`src/rtl/dgp_cfg.svh`:
```
/*
  register indices, reset values and field positions of the dual port block.
  assumes: byte address of a register is four times its index.
*/
`ifndef DGP_CFG_SVH
`define DGP_CFG_SVH

`define DGP_IDX_A_DATA   8'h05
`define DGP_IDX_B_DATA   8'h06
`define DGP_IDX_INTCTL   8'h0B
`define DGP_IDX_OPTION   8'h81
`define DGP_IDX_A_DIR    8'h85
`define DGP_IDX_B_DIR    8'h86
`define DGP_IDX_ANALOG   8'h9F

`define DGP_A_WIDTH      6
`define DGP_A_IMPL_BIG   6'h3F
`define DGP_A_IMPL_SMALL 6'h1F
`define DGP_A_DIR_RST    6'h3F
`define DGP_B_DIR_RST    8'hFF
`define DGP_OPTION_RST   8'hFF
`define DGP_ANALOG_RST   8'h00
`define DGP_LATCH_RST    8'h00

`define DGP_PULLUP_BIT   7
`define DGP_CHG_FLAG_BIT 0
`define DGP_TIMER_BIT    4
`define DGP_VREF_MSB     6
`define DGP_VREF_LSB     4
`define DGP_PINSEL_MSB   3
`define DGP_ANA_CHANNELS 7

`endif

```
`src/rtl/dgp_pkg.sv`:
```
/*
  types shared by the dual port block.
  assumes: dgp_cfg.svh holds the numbers.
*/
package dgp_pkg;

  typedef enum logic {
    DGP_BUS_IDLE,
    DGP_BUS_WDATA
  } dgp_bus_state_t;

  typedef struct packed {
    logic [7:0] idx;
    logic       mapped;
    logic       lane0;
  } dgp_xfer_t;

  typedef struct packed {
    logic timer_clock;
    logic ext_irq;
    logic slave_select;
    logic lowvolt_sense;
  } dgp_alt_t;

endpackage : dgp_pkg

```
`src/rtl/dgp_ports.sv`:
```
/*
  two general purpose ports with change detect, registers on ahb-lite.
  assumes: pins synchronous to ref_clk except the change-monitored four.
*/
// Chosen here: the AHB-Lite register port.
`timescale 1ns/100ps
`include "dgp_cfg.svh"
// Overview of operation
// - direction one makes pin input (driver off); zero drives latch onto pin.
// - first port has six bits on large package, five on small.
// - data read returns pin levels; data write updates latch, not pins.
// - every port write samples pins, modifies addressed bits, stores latch.
// - first port bit four feeds timer clock; open-drain output, others push-pull.
// - analog config register picks digital, analog or reference per pin.
// - after reset analog pins are analog and read as zero.
// - direction bits still drive analog pins; software keeps them one.
// - unimplemented port and direction bits read as zero.
// - first port direction resets to all ones in six bits.
// - second port is eight bits with same direction encoding.
// - option bit seven, when clear, enables second port pull-ups.
// - pull-up is off on any second port pin set as output.
// - pull-up control resets to one, so pull-ups start off.
// - second port pins carry irq, slave select, analog, low-volt inputs.
// - only input-configured pins seven to four join change compare.
// - mismatch against reference from last read or write sets change flag, bit zero.
// - change condition wakes the device from sleep.
// - mismatch keeps setting flag; port access ends it, then clear.
module dgp_ports
  import dgp_pkg::*;
#(
  parameter bit LARGE_PKG = 1'b1
) (
  input  wire logic        ref_clk,
  input  wire logic        rst,
  input  wire logic        hsel,
  input  wire logic [31:0] haddr,
  input  wire logic [1:0]  htrans,
  input  wire logic        hwrite,
  input  wire logic [2:0]  hsize,
  input  wire logic [31:0] hwdata,
  input  wire logic        hready,
  output logic             hreadyout,
  output logic             hresp,
  output logic      [31:0] hrdata,
  input  wire logic [5:0]  pa_in,
  output logic      [5:0]  pa_out,
  output logic      [5:0]  pa_oe,
  input  wire logic [7:0]  pb_in,
  output logic      [7:0]  pb_out,
  output logic      [7:0]  pb_oe,
  output logic      [7:0]  pb_pullup,
  output logic      [5:0]  pa_analog,
  output logic      [7:0]  pb_analog,
  output dgp_alt_t         alt_in,
  input  wire logic        cpu_sleeping,
  output logic             wake_req,
  output logic             port_change_flag
);

  localparam logic [5:0] A_IMPL = LARGE_PKG ? `DGP_A_IMPL_BIG : `DGP_A_IMPL_SMALL;

  dgp_bus_state_t bus_state;
  dgp_xfer_t      xfer;
  dgp_xfer_t      next_xfer;
  logic [5:0]     a_latch;
  logic [7:0]     b_latch;
  logic [5:0]     a_dir;
  logic [7:0]     b_dir;
  logic [7:0]     option_control;
  logic [7:0]     analog_pin_config;
  logic [3:0]     chg_sync1;
  logic [3:0]     chg_sync2;
  logic [3:0]     chg_ref;
  logic           mismatch;
  logic           addr_ok;
  logic           rd_stall;
  logic           wr_now;
  logic           rd_now;
  logic [7:0]     wmask;
  logic [5:0]     a_rd;
  logic [7:0]     b_rd;
  logic [7:0]     next_rdata;
  logic [2:0]     ana_count;
  logic           vref_on;
  logic [6:0]     ch_analog;

  // bus front end
  assign addr_ok = hsel & htrans[1] & hready;
  // a read right behind a write waits one cycle so it sees the new value
  assign rd_stall = (bus_state == DGP_BUS_WDATA) & hsel & htrans[1] & ~hwrite;
  assign hreadyout = ~rd_stall;
  assign hresp = 1'b0;
  assign wr_now = (bus_state == DGP_BUS_WDATA);
  assign rd_now = addr_ok & ~hwrite;
  assign wmask = xfer.lane0 ? 8'hFF : 8'h00;

  always_comb begin
    next_xfer.idx = haddr[9:2];
    next_xfer.mapped = (haddr[31:10] == 22'h00_0000);
    next_xfer.lane0 = (haddr[1:0] == 2'h0);
  end

  always_ff @(posedge ref_clk) begin
    if (rst) begin
      bus_state <= DGP_BUS_IDLE;
      xfer <= '0;
    end else if (addr_ok && hwrite) begin
      bus_state <= DGP_BUS_WDATA;
      xfer <= next_xfer;
    end else begin
      bus_state <= DGP_BUS_IDLE;
    end
  end

  // analog pin selection
  assign ana_count = (analog_pin_config[`DGP_PINSEL_MSB:0] >= 4'h7) ? 3'h0 :
                     3'(4'h7 - analog_pin_config[`DGP_PINSEL_MSB:0]);
  assign vref_on = |analog_pin_config[`DGP_VREF_MSB:`DGP_VREF_LSB];

  genvar k;
  generate
    for (k = 0; k < `DGP_ANA_CHANNELS; k++) begin : g_chan
      assign ch_analog[k] = (3'(k) < ana_count) | (vref_on & ((k == 2) | (k == 3)));
    end
  endgenerate

  assign pa_analog = {ch_analog[4], 1'b0, ch_analog[3:0]} & A_IMPL;
  assign pb_analog = {4'h0, ch_analog[6:5], 2'h0};

  // pin reads: analog pins and absent bits show zero
  assign a_rd = pa_in & A_IMPL & ~pa_analog;
  assign b_rd = pb_in & ~pb_analog;

  always_comb begin
    next_rdata = 8'h00;
    if (next_xfer.mapped) begin
      unique case (next_xfer.idx)
        `DGP_IDX_A_DATA: next_rdata = {2'h0, a_rd};
        `DGP_IDX_B_DATA: next_rdata = b_rd;
        `DGP_IDX_INTCTL: next_rdata = {7'h00, port_change_flag};
        `DGP_IDX_OPTION: next_rdata = option_control;
        `DGP_IDX_A_DIR:  next_rdata = {2'h0, a_dir & A_IMPL};
        `DGP_IDX_B_DIR:  next_rdata = b_dir;
        `DGP_IDX_ANALOG: next_rdata = analog_pin_config;
        default:         next_rdata = 8'h00;
      endcase
    end
  end

  always_ff @(posedge ref_clk) begin
    if (rst) begin
      hrdata <= 32'h0000_0000;
    end else if (rd_now) begin
      hrdata <= {24'h00_0000, next_rdata};
    end
  end

  // register writes
  function automatic logic hit(input dgp_xfer_t x, input logic [7:0] idx);
    hit = x.mapped & (x.idx == idx);
  endfunction : hit

  always_ff @(posedge ref_clk) begin
    if (rst) begin
      a_latch <= 6'(`DGP_LATCH_RST);
    end else if (wr_now && hit(xfer, `DGP_IDX_A_DATA)) begin
      a_latch <= ((a_rd & ~wmask[5:0]) | (hwdata[5:0] & wmask[5:0])) & A_IMPL;
    end
  end

  always_ff @(posedge ref_clk) begin
    if (rst) begin
      b_latch <= `DGP_LATCH_RST;
    end else if (wr_now && hit(xfer, `DGP_IDX_B_DATA)) begin
      b_latch <= (b_rd & ~wmask) | (hwdata[7:0] & wmask);
    end
  end

  always_ff @(posedge ref_clk) begin
    if (rst) begin
      a_dir <= `DGP_A_DIR_RST;
    end else if (wr_now && xfer.lane0 && hit(xfer, `DGP_IDX_A_DIR)) begin
      a_dir <= hwdata[5:0];
    end
  end

  always_ff @(posedge ref_clk) begin
    if (rst) begin
      b_dir <= `DGP_B_DIR_RST;
    end else if (wr_now && xfer.lane0 && hit(xfer, `DGP_IDX_B_DIR)) begin
      b_dir <= hwdata[7:0];
    end
  end

  always_ff @(posedge ref_clk) begin
    if (rst) begin
      option_control <= `DGP_OPTION_RST;
    end else if (wr_now && xfer.lane0 && hit(xfer, `DGP_IDX_OPTION)) begin
      option_control <= hwdata[7:0];
    end
  end

  always_ff @(posedge ref_clk) begin
    if (rst) begin
      analog_pin_config <= `DGP_ANALOG_RST;
    end else if (wr_now && xfer.lane0 && hit(xfer, `DGP_IDX_ANALOG)) begin
      analog_pin_config <= hwdata[7:0];
    end
  end

  // pin drivers; analog pins still follow their direction bits
  assign pa_out = {a_latch[5], 1'b0, a_latch[3:0]};
  always_comb begin
    pa_oe = ~a_dir & A_IMPL;
    pa_oe[`DGP_TIMER_BIT] = ~a_dir[`DGP_TIMER_BIT] & ~a_latch[`DGP_TIMER_BIT];
  end
  assign pb_out = b_latch;
  assign pb_oe = ~b_dir;
  assign pb_pullup = {8{~option_control[`DGP_PULLUP_BIT]}} & b_dir;

  always_ff @(posedge ref_clk) begin
    if (rst) begin
      alt_in <= '0;
    end else begin
      alt_in.timer_clock <= pa_in[`DGP_TIMER_BIT];
      alt_in.ext_irq <= pb_in[0];
      alt_in.slave_select <= pb_in[1];
      alt_in.lowvolt_sense <= pb_in[3];
    end
  end

  // change detect; first stage feeds only the second
  always_ff @(posedge ref_clk) begin
    if (rst) begin
      chg_sync1 <= 4'h0;
      chg_sync2 <= 4'h0;
    end else begin
      chg_sync1 <= pb_in[7:4];
      chg_sync2 <= chg_sync1;
    end
  end

  // any read or write of the second port re-arms the reference
  always_ff @(posedge ref_clk) begin
    if (rst) begin
      chg_ref <= 4'h0;
    end else if ((rd_now && next_xfer.mapped && next_xfer.idx == `DGP_IDX_B_DATA) ||
                 (wr_now && hit(xfer, `DGP_IDX_B_DATA))) begin
      chg_ref <= chg_sync2;
    end
  end

  assign mismatch = |((chg_sync2 ^ chg_ref) & b_dir[7:4]);

  // set wins over a clear in the same cycle
  always_ff @(posedge ref_clk) begin
    if (rst) begin
      port_change_flag <= 1'b0;
    end else if (wr_now && xfer.lane0 && hit(xfer, `DGP_IDX_INTCTL)) begin
      port_change_flag <= hwdata[`DGP_CHG_FLAG_BIT] | mismatch;
    end else begin
      port_change_flag <= port_change_flag | mismatch;
    end
  end

  assign wake_req = cpu_sleeping & (port_change_flag | mismatch);

  // checks
  chk_dir_reset_ones: assert property (@(posedge ref_clk)
    $past(rst) && !rst |-> a_dir == 6'h3F && b_dir == 8'hFF)
    else $error("direction not all ones after reset");
  chk_input_no_drive: assert property (@(posedge ref_clk) disable iff (rst)
    (pa_oe & a_dir) == 6'h00 && (pb_oe & b_dir) == 8'h00)
    else $error("input pin is driven");
  chk_open_drain_low: assert property (@(posedge ref_clk) disable iff (rst)
    pa_oe[4] |-> !pa_out[4] && !a_latch[4] && !a_dir[4])
    else $error("open drain pin drives high");
  chk_pullup_gating: assert property (@(posedge ref_clk) disable iff (rst)
    pb_pullup == (b_dir & {8{!option_control[7]}}))
    else $error("pull-up on output or wrong control");
  chk_pullup_reset: assert property (@(posedge ref_clk)
    $past(rst) && !rst |-> pb_pullup == 8'h00)
    else $error("pull-ups on after reset");
  chk_read_pins: assert property (@(posedge ref_clk) disable iff (rst)
    rd_now && next_xfer.mapped && next_xfer.idx == 8'h06 |=> hrdata == {24'h00_0000, $past(b_rd)})
    else $error("port read is not pin level");
  chk_write_latch: assert property (@(posedge ref_clk) disable iff (rst)
    wr_now && xfer.lane0 && hit(xfer, 8'h06) |=> b_latch == $past(hwdata[7:0]) && pb_out == b_latch)
    else $error("port write did not reach latch");
  chk_unimpl_zero: assert property (@(posedge ref_clk) disable iff (rst)
    rd_now && next_xfer.idx == 8'h85 |=> hrdata[31:6] == 26'h000_0000)
    else $error("unimplemented bits not zero");
  chk_analog_reset: assert property (@(posedge ref_clk)
    $past(rst) && !rst |-> pa_analog == (6'h2F & A_IMPL) && pb_analog == 8'h0C
      && (pa_in & pa_analog & a_rd) == 6'h00)
    else $error("analog pins not analog after reset");
  chk_change_sets: assert property (@(posedge ref_clk) disable iff (rst)
    mismatch |=> port_change_flag)
    else $error("mismatch did not set flag");
  chk_output_excluded: assert property (@(posedge ref_clk) disable iff (rst)
    b_dir[7:4] == 4'h0 |-> !mismatch)
    else $error("output pin joined compare");
  chk_ref_rearm: assert property (@(posedge ref_clk) disable iff (rst)
    rd_now && next_xfer.mapped && next_xfer.idx == 8'h06 ##1 $stable(chg_sync2)
      |-> !mismatch)
    else $error("read did not end mismatch");
  chk_wake_up: assert property (@(posedge ref_clk) disable iff (rst)
    cpu_sleeping && port_change_flag |-> wake_req)
    else $error("no wake on change");

  // pin, control and change-detect checks beyond the basic set
  chk_no_wake_awake: assert property (@(posedge ref_clk) disable iff (rst)
    !cpu_sleeping |-> !wake_req)
    else $error("wake request while awake");
  chk_pullup_ctrl_off: assert property (@(posedge ref_clk) disable iff (rst)
    option_control[`DGP_PULLUP_BIT] |-> pb_pullup == 8'h00)
    else $error("pull-up on while control set");
  chk_pullup_on_input: assert property (@(posedge ref_clk) disable iff (rst)
    !option_control[`DGP_PULLUP_BIT] |-> pb_pullup == b_dir)
    else $error("pull-up missing on input pin");
  chk_dir_drives_pin: assert property (@(posedge ref_clk) disable iff (rst)
    (pb_oe | b_dir) == 8'hFF && ((pa_oe | a_dir | 6'h10) & A_IMPL) == A_IMPL)
    else $error("output pin not driven");
  chk_small_bit5: assert property (@(posedge ref_clk) disable iff (rst)
    !A_IMPL[5] |-> !pa_oe[5] && !pa_analog[5] && !a_rd[5])
    else $error("absent bit five is active");
  chk_analog_zero: assert property (@(posedge ref_clk) disable iff (rst)
    (a_rd & pa_analog) == 6'h00 && (b_rd & pb_analog) == 8'h00)
    else $error("analog pin reads nonzero");
  chk_read_a_pins: assert property (@(posedge ref_clk) disable iff (rst)
    rd_now && next_xfer.mapped && next_xfer.idx == `DGP_IDX_A_DATA
      |=> hrdata == {26'h000_0000, $past(a_rd)})
    else $error("first port read is not pin level");
  chk_rmw_keep_pins: assert property (@(posedge ref_clk) disable iff (rst)
    wr_now && !xfer.lane0 && hit(xfer, `DGP_IDX_B_DATA) |=> b_latch == $past(b_rd))
    else $error("unmodified write did not store pins");
  chk_dir_write: assert property (@(posedge ref_clk) disable iff (rst)
    wr_now && xfer.lane0 && hit(xfer, `DGP_IDX_B_DIR) |=> b_dir == $past(hwdata[7:0]))
    else $error("direction write lost");
  chk_option_write: assert property (@(posedge ref_clk) disable iff (rst)
    wr_now && xfer.lane0 && hit(xfer, `DGP_IDX_OPTION)
      |=> option_control == $past(hwdata[7:0]))
    else $error("option write lost");
  chk_alt_follow: assert property (@(posedge ref_clk) disable iff (rst)
    !$past(rst) |-> alt_in.ext_irq == $past(pb_in[0])
      && alt_in.slave_select == $past(pb_in[1]) && alt_in.lowvolt_sense == $past(pb_in[3])
      && alt_in.timer_clock == $past(pa_in[4]))
    else $error("alternate input does not follow pin");
  chk_sync_two_flops: assert property (@(posedge ref_clk) disable iff (rst)
    !$past(rst) && !$past(rst, 2) |-> chg_sync2 == $past(pb_in[7:4], 2))
    else $error("monitored pins not two flops deep");
  chk_ref_on_write: assert property (@(posedge ref_clk) disable iff (rst)
    wr_now && hit(xfer, `DGP_IDX_B_DATA) |=> chg_ref == $past(chg_sync2))
    else $error("write did not re-arm reference");
  chk_flag_clears: assert property (@(posedge ref_clk) disable iff (rst)
    wr_now && xfer.lane0 && hit(xfer, `DGP_IDX_INTCTL) && !hwdata[`DGP_CHG_FLAG_BIT]
      && !mismatch |=> !port_change_flag)
    else $error("flag did not clear");
  chk_flag_holds: assert property (@(posedge ref_clk) disable iff (rst)
    port_change_flag && !(wr_now && xfer.lane0 && hit(xfer, `DGP_IDX_INTCTL))
      |=> port_change_flag)
    else $error("flag dropped without clear");

  cov_port_read: cover property (@(posedge ref_clk) disable iff (rst)
    rd_now && next_xfer.idx == 8'h06);
  cov_flag_set: cover property (@(posedge ref_clk) disable iff (rst)
    !port_change_flag ##1 port_change_flag);
  cov_read_stall: cover property (@(posedge ref_clk) disable iff (rst) rd_stall);
  cov_upper_lane_write: cover property (@(posedge ref_clk) disable iff (rst)
    wr_now && !xfer.lane0 && hit(xfer, 8'h05));
  cov_wake_req: cover property (@(posedge ref_clk) disable iff (rst)
    cpu_sleeping && wake_req);

endmodule : dgp_ports

```
`config.mk`:
```
export PLATFORM = sky130hd
export DESIGN_NAME = dgp_ports
export DESIGN_NICKNAME = d
export VERILOG_FILES = /design/src/rtl/dgp_pkg.sv /design/src/rtl/dgp_ports.sv
export VERILOG_INCLUDE_DIRS = /design/src /design/src/rtl
export SDC_FILE = /design/constraint.sdc
export NUM_CORES = 1
export LEC_CHECK = 0
export ABC_AREA = 1
export BUFFER_PORTS_ARGS = -buffer_cell sky130_fd_sc_hd__buf_2
export CAP_MARGIN = 20
export CELL_PAD_IN_SITES_DETAIL_PLACEMENT = 0
export CELL_PAD_IN_SITES_GLOBAL_PLACEMENT = 2
export CORE_MARGIN = 2
export CORE_UTILIZATION = 25
export DETAILED_ROUTE_END_ITERATION = 10
export PLACE_DENSITY = 0.86
export SLEW_MARGIN = 20
export SYNTH_ARGS = -nofsm -noshare
export SYNTH_HDL_FRONTEND = slang
export SYNTH_SLANG_ARGS = --single-unit
```
`constraint.sdc`:
```
create_clock -name ref_clk -period 1.8 [get_ports ref_clk]
set_input_delay 0.09 -clock ref_clk [delete_from_list [all_inputs] [get_ports ref_clk]]
set_output_delay 0.09 -clock ref_clk [all_outputs]
set_load 0.01 [all_outputs]
```
## After elaboration in Yosys (flattened, before gate mapping)

Index checks and enable logic that the tools add are counted.

| cells by class | value |
|---|---|
| reductions and logical operators | 16 |
| order comparisons | 8 |
| multiplexer cells | 6 |
| add/sub/neg operators | 1 |
| bitwise gates (word level) | 41 |
| eq/ne operators | 14 |

Operators with widths:

| cell | number |
|---|---|
| == test 8 bit, second input constant | 8 |
| case mux 8 bit (7 select lines) | 1 |
| bitwise AND 8 bit | 4 |
| == test 8 x 3 -> 1 bit, second input constant | 4 |
| zero test 22 bit | 1 |
| bitwise AND 6 bit | 3 |
| NOT 6 bit | 3 |
| == test 8 x 4 -> 1 bit, second input constant | 2 |
| two-way mux 8 bit | 2 |
| NOT 8 bit | 2 |
| bitwise AND 1 bit | 15 |
| logical AND 1 bit | 11 |
| less-than comparator 3 bit, first input constant | 3 |
| NOT 4 -> 8 bit | 1 |
| OR 8 bit | 1 |
| less-than comparator 1 x 3 -> 1 bit, first input constant | 2 |
| less-than comparator 2 x 3 -> 1 bit, first input constant | 2 |
| OR 6 bit | 1 |
| NOT 1 bit | 5 |
| bitwise AND 4 bit | 1 |
| greater-or-equal comparator 4 x 3 -> 1 bit, second input constant | 1 |
| OR 1 bit | 4 |
| OR reduction 4 bit | 1 |
| XOR 4 bit | 1 |
| other kinds (6) | 7 |

| word-level totals | value |
|---|---|
| flip-flop bits (word level) | 80 |
| bits of input ports | 89 |
| output and inout bits | 90 |
| word-level logic and storage cells | 105 |

## Longest topological paths before layout

| logic depth | value |
|---|---|
| depth in word-level cells | 8 |
| mapped depth | 11 |
| gate-level depth less buffers | 11 |

## Worst setup path before layout

No wires, ideal clock.

| timing | value |
|---|---|
| path type | register to register |
| from | register xfer[6] (netlist bit) |
| to | register b_dir[7] |
| stages on the path, launching flop included | 8 |
| buffers on the path | 1 |
| slack | 0.529 ns |
| required time | 1.658 ns |
| setup time | 0.142 ns |
| clock period less this slack | 1.271 ns |
| data arrival time | 1.129 ns |
| cell sequence | dfxtp_1 > nor2_1 > nand3_1 > nor3b_2 > nand2_2 > buf_6 > nand2_1 > o211ai_2 |

| between the ends | value |
|---|---|
| word-level cells in the longest chain between the ends | 3 |

Ends and longest elaborated chain:

| item | line | text |
|---|---|---|
| start: declaration | dgp_ports.sv:63 | `dgp_xfer_t xfer;` |
| start signal: assignment | dgp_ports.sv:109 | `xfer <= next_xfer;` |
| == test 8 bit | dgp_ports.sv:160 | `hit = x.mapped & (x.idx == idx);` |
| bitwise AND 1 bit | dgp_ports.sv:160 |  |
| logical AND 1 bit | dgp_ports.sv:190 | `` end else if (wr_now && xfer.lane0 && hit(xfer, `DGP_IDX_B_DIR)) begin `` |
| end signal: assignment | dgp_ports.sv:189 | `` b_dir <= `DGP_B_DIR_RST; `` |
| end signal: assignment | dgp_ports.sv:191 | `b_dir <= hwdata[7:0];` |
| end: declaration | dgp_ports.sv:68 | `logic [7:0] b_dir;` |

Every way passes these cells.
A chain may end at the register's enable or synchronous reset.

## Final worst setup path

| timing | value |
|---|---|
| from | register b_dir[4] |
| to | output wake_req |

| between the ends | value |
|---|---|
| word-level cells in the longest chain between the ends | 4 |

Ends and longest elaborated chain:

| item | line | text |
|---|---|---|
| bitwise AND 4 bit | dgp_ports.sv:253 | `assign mismatch = \|((chg_sync2 ^ chg_ref) & b_dir[7:4]);` |
| OR reduction 4 bit | dgp_ports.sv:253 |  |
| OR 1 bit | dgp_ports.sv:266 | `assign wake_req = cpu_sleeping & (port_change_flag \| mismatch);` |
| bitwise AND 1 bit | dgp_ports.sv:266 |  |
| end: declaration | dgp_ports.sv:56 | `output logic wake_req,` |

Every way passes these cells.

==> impl_results.md <==
* Pin count of the biggest net entering global routing at 50
* Hold slack at 0.01015 ns
* # DRC at 0
* CTS tree: built
* RSZ-0062 raised after global routing: no
* Final WL at 13,290 um
* CP Data Required Time at 1.71 ns
* Most common cell after layout, fill and taps aside: nand2_1
* Total global-route track usage at 14.39%
* Syn_area_per_cell at a little over 7 um^2
* Core area at 17,180 um^2
* H-tree levels at 3
* Setup crit end kind: output port
* Gpl congestion at just under 0.8
* Period utilization at about nine tenths
* Max Freq at between 600 and 700 MHz
* Via Count at between 4,000 and 5,000
* Post-synthesis register bit count at 80
* Most frequent CP cell: nand2_1
* CP Launch Type: flip-flop
* CP max stage delay at around 0.33 ns
* Grt total ovfl at 0
* Hpwl dp at roughly 10,000 um
* Initial antenna violation count at 1
* Post-layout instance area at between 5000 and 6000 um^2
* Slowest stage cell, crit path: dfxtp_1
* Clk Latency, worst-skew pair at between 0.3 and 0.4 ns
* Number of global-route vias before repair at 3,767
* CTS root buffer: clkbuf_16
* Final Max Slew Viols at 0
* CTS buffer count at 9
* DRT antenna net count at 0
* Die area at between 15,000 and 20,000 um^2
* Status: finished clean
* Die span in y at approximately 140 um
* Post-synth EDFFs at 0
* Setup violations, final at 0
* Drt first pass iters at 4
* Yosys warning total at 0
* HP Class: in -> reg
* Fin Clk Skew at between 0.01 and 0.015 ns
* Sequential area share after synthesis at 36.63%
* Clk buf depth at 2
* Largest area contributor in the netlist: dfxtp_1
* Fill count at roughly 1,900
* Crit path DAT at about 1.6 ns
* Buf/Inv on CP at 3
* Layout cell share with drive strength beyond 1 at between 20% and 30%
* Setup Crit Path Kind: reg -> out
* Worst slew pin tran at 0.5421 ns
* Total clock sinks at 80
* Routed WL per cell at between 10 and 15 um
* Via density at ~4.2
* Non-filler cells, final at a little under 1,000
* Clock-pin transition on the worst setup and hold timing paths at approximately 0.060 ns
* Nets@finish at 820
* Most frequent cells in the layout: 126 x nand2_1, 117 x buf_2, 85 x nor2_1, 80 x dfxtp_1, 66 x inv_1
* Postcts setup bufs at 0
* Initial DRC count at around 200
* P&R area growth vs syn at 24.53%
* Gate Count Post-Synth at 614
* CP Cell Sequence: inv_1 -> nor2_1 -> nand2_1 -> o21ai_0 -> a211oi_2 -> nand2_1 -> nand2_1 -> inv_1 -> buf_2
* Post-synth cell types at 39
* Mapped Area at around 4400 um^2
* Initial Util at between 20% and 30%
* Ys flop type: dfxtp_1
* Worst vdd ir at between 0.3 and 0.4 mV
* Overall power at approximately 4200 uW
* Crit Path Max Fanout at 3
* Overall die width at around 140 um
* FFs w/ async S/R, synth at 0%
* Port Buffers at about 120
* CP top delay family: flip-flops
* Minimum clock period at 1.642 ns
* Ports at between 150 and 200
* Row Count at 48
* Synth top area cells: dfxtp_1 37%, nand2_1 11%, buf_4 7.4%, nor2_1 7.3%, inv_1 5.7%
* Max Cap Viol at 0
* Relative slew slack at a little under two thirds
* Cell count after placement at approximately 940
* Dpl cell area at around 5000 um^2
* Top cell type's share of synthesized area at 36.63%
* Global-route wire length before repair at between 20,000 and 25,000 um
* Fin Setup TNS at 0 ns
* Leakage power at approximately 0.0028 uW
* Final Hold Viols at 0
* PwrDens at roughly 760 nW/um^2
worst min-delay path: cells and delay by family:
| family | cells | cell delay (ns) |
|---|---|---|
| buffers and inverters | 2 | 0.18 |
| AND/OR/NAND/NOR | 1 | 0.03 |
state kept, by name (all words and copies together), names as in the netlist:
signal / flops
a_dir: 6
hrdata: 8
analog_pin_config: 8
chg_sync1: 4
port_change_flag: 1
option_control: 8
alt_in: 4
bus_state: 1
xfer: 10
chg_ref: 4
a_latch: 6
chg_sync2: 4
pb_out: 8
b_dir: 8
worst paths after layout:
kind,startpoint,to,slack (ns),depth (start not counted)
max,b_dir[4]$_SDFFE_PP1P_,wake_req,0.16,9
min,pb_in[0],alt_in[2]$_SDFF_PP0_,0.01,3
max reg2reg,xfer[6]$_SDFFE_PP0P_,b_dir[4]$_SDFFE_PP1P_,0.32,6
min reg2reg,chg_sync1[2]$_SDFF_PP0_,chg_sync2[2]$_SDFF_PP0_,0.40,2
cells in the mapped netlist (2+ instances only):
cell type and number:
clkbuf_1 7, a21oi_1 25, inv_2 8, dfxtp_1 80, a211oi_2 8, nor2_4 6, o21ai_1 6, a31oi_1 13
nor2_1 85, nand3_1 49, nor2_2 5, nand4_1 7, buf_6 2, buf_2 6, buf_4 43, o211ai_2 14
nand2_1 126, nand3b_1 5, o21ai_0 21, o211ai_1 8, inv_1 66, nand2_2 7
kinds of logic (layout without fill, tap and decap cells):
logic type,Yosys count,count (layout),share of synthesized area (%)
buffers and inverters,135,225,15.91
other,1,35,0.08578
XOR/XNOR,1,1,0.2004
flip-flops,80,80,36.63
AO/OA/AOI/OAI,96,96,15.66
AND/OR/NAND/NOR,301,301,31.51
repair_timing:
| item | in CTS | in global routing |
|---|---|---|
| endpoints found under the hold margin | 6 | 0 |
| resized for setup | 0 | 1 |
| setup endpoints to repair | 0 | 1 |
| hold buffers | 6 | 0 |
area by class of cell:
type,count,area (um^2),share of cell area (%)
sequential,80,1602,29.42
multi-input combinational,431,2200,40.40
clock buffer,12,256.5,4.712
inverter,76,290.3,5.332
tap,225,281.5,5.171
clock inverter,4,76.32,1.402
timing repair buffer,133,733.2,13.47
antenna,2,5.005,0.09193
through the flow:
step | setup WS (ns) | util, %
floorplan | 0.5293 | -
global placement | 0.3168 | 29.35
detailed placement | 0.3107 | 29.35
CTS | 0.03113 | 31.64
global route | 0.02588 | 31.67
finish | 0.1584 | 31.69
report_power, final:
| group | leakage, uW | internal [uW] | switching, uW |
|---|---|---|---|
| registers | 0.000649 | 1790 | 14.2 |
| clock network | 0.000159 | 1290 | 729 |
| logic | 0.00200 | 112 | 220 |
| total | 0.00281 | 3200 | 964 |
per-layer routing:
| layer | vias up | routed length, um | share of wire, % | GRT usage, % |
|---|---|---|---|---|
| li1 | 2152 | - | - | - |
| met1 | 1809 | 6152 | 46 | 18.94 |
| met2 | 118 | 6158 | 46 | 23.62 |
| met3 | 10 | 831 | 6.3 | 2.461 |
| met4 | 0 | 144 | 1.1 | 5.150 |
| met5 | - | 0 | 0 | 0 |
(Power assumes the default switching activity.)
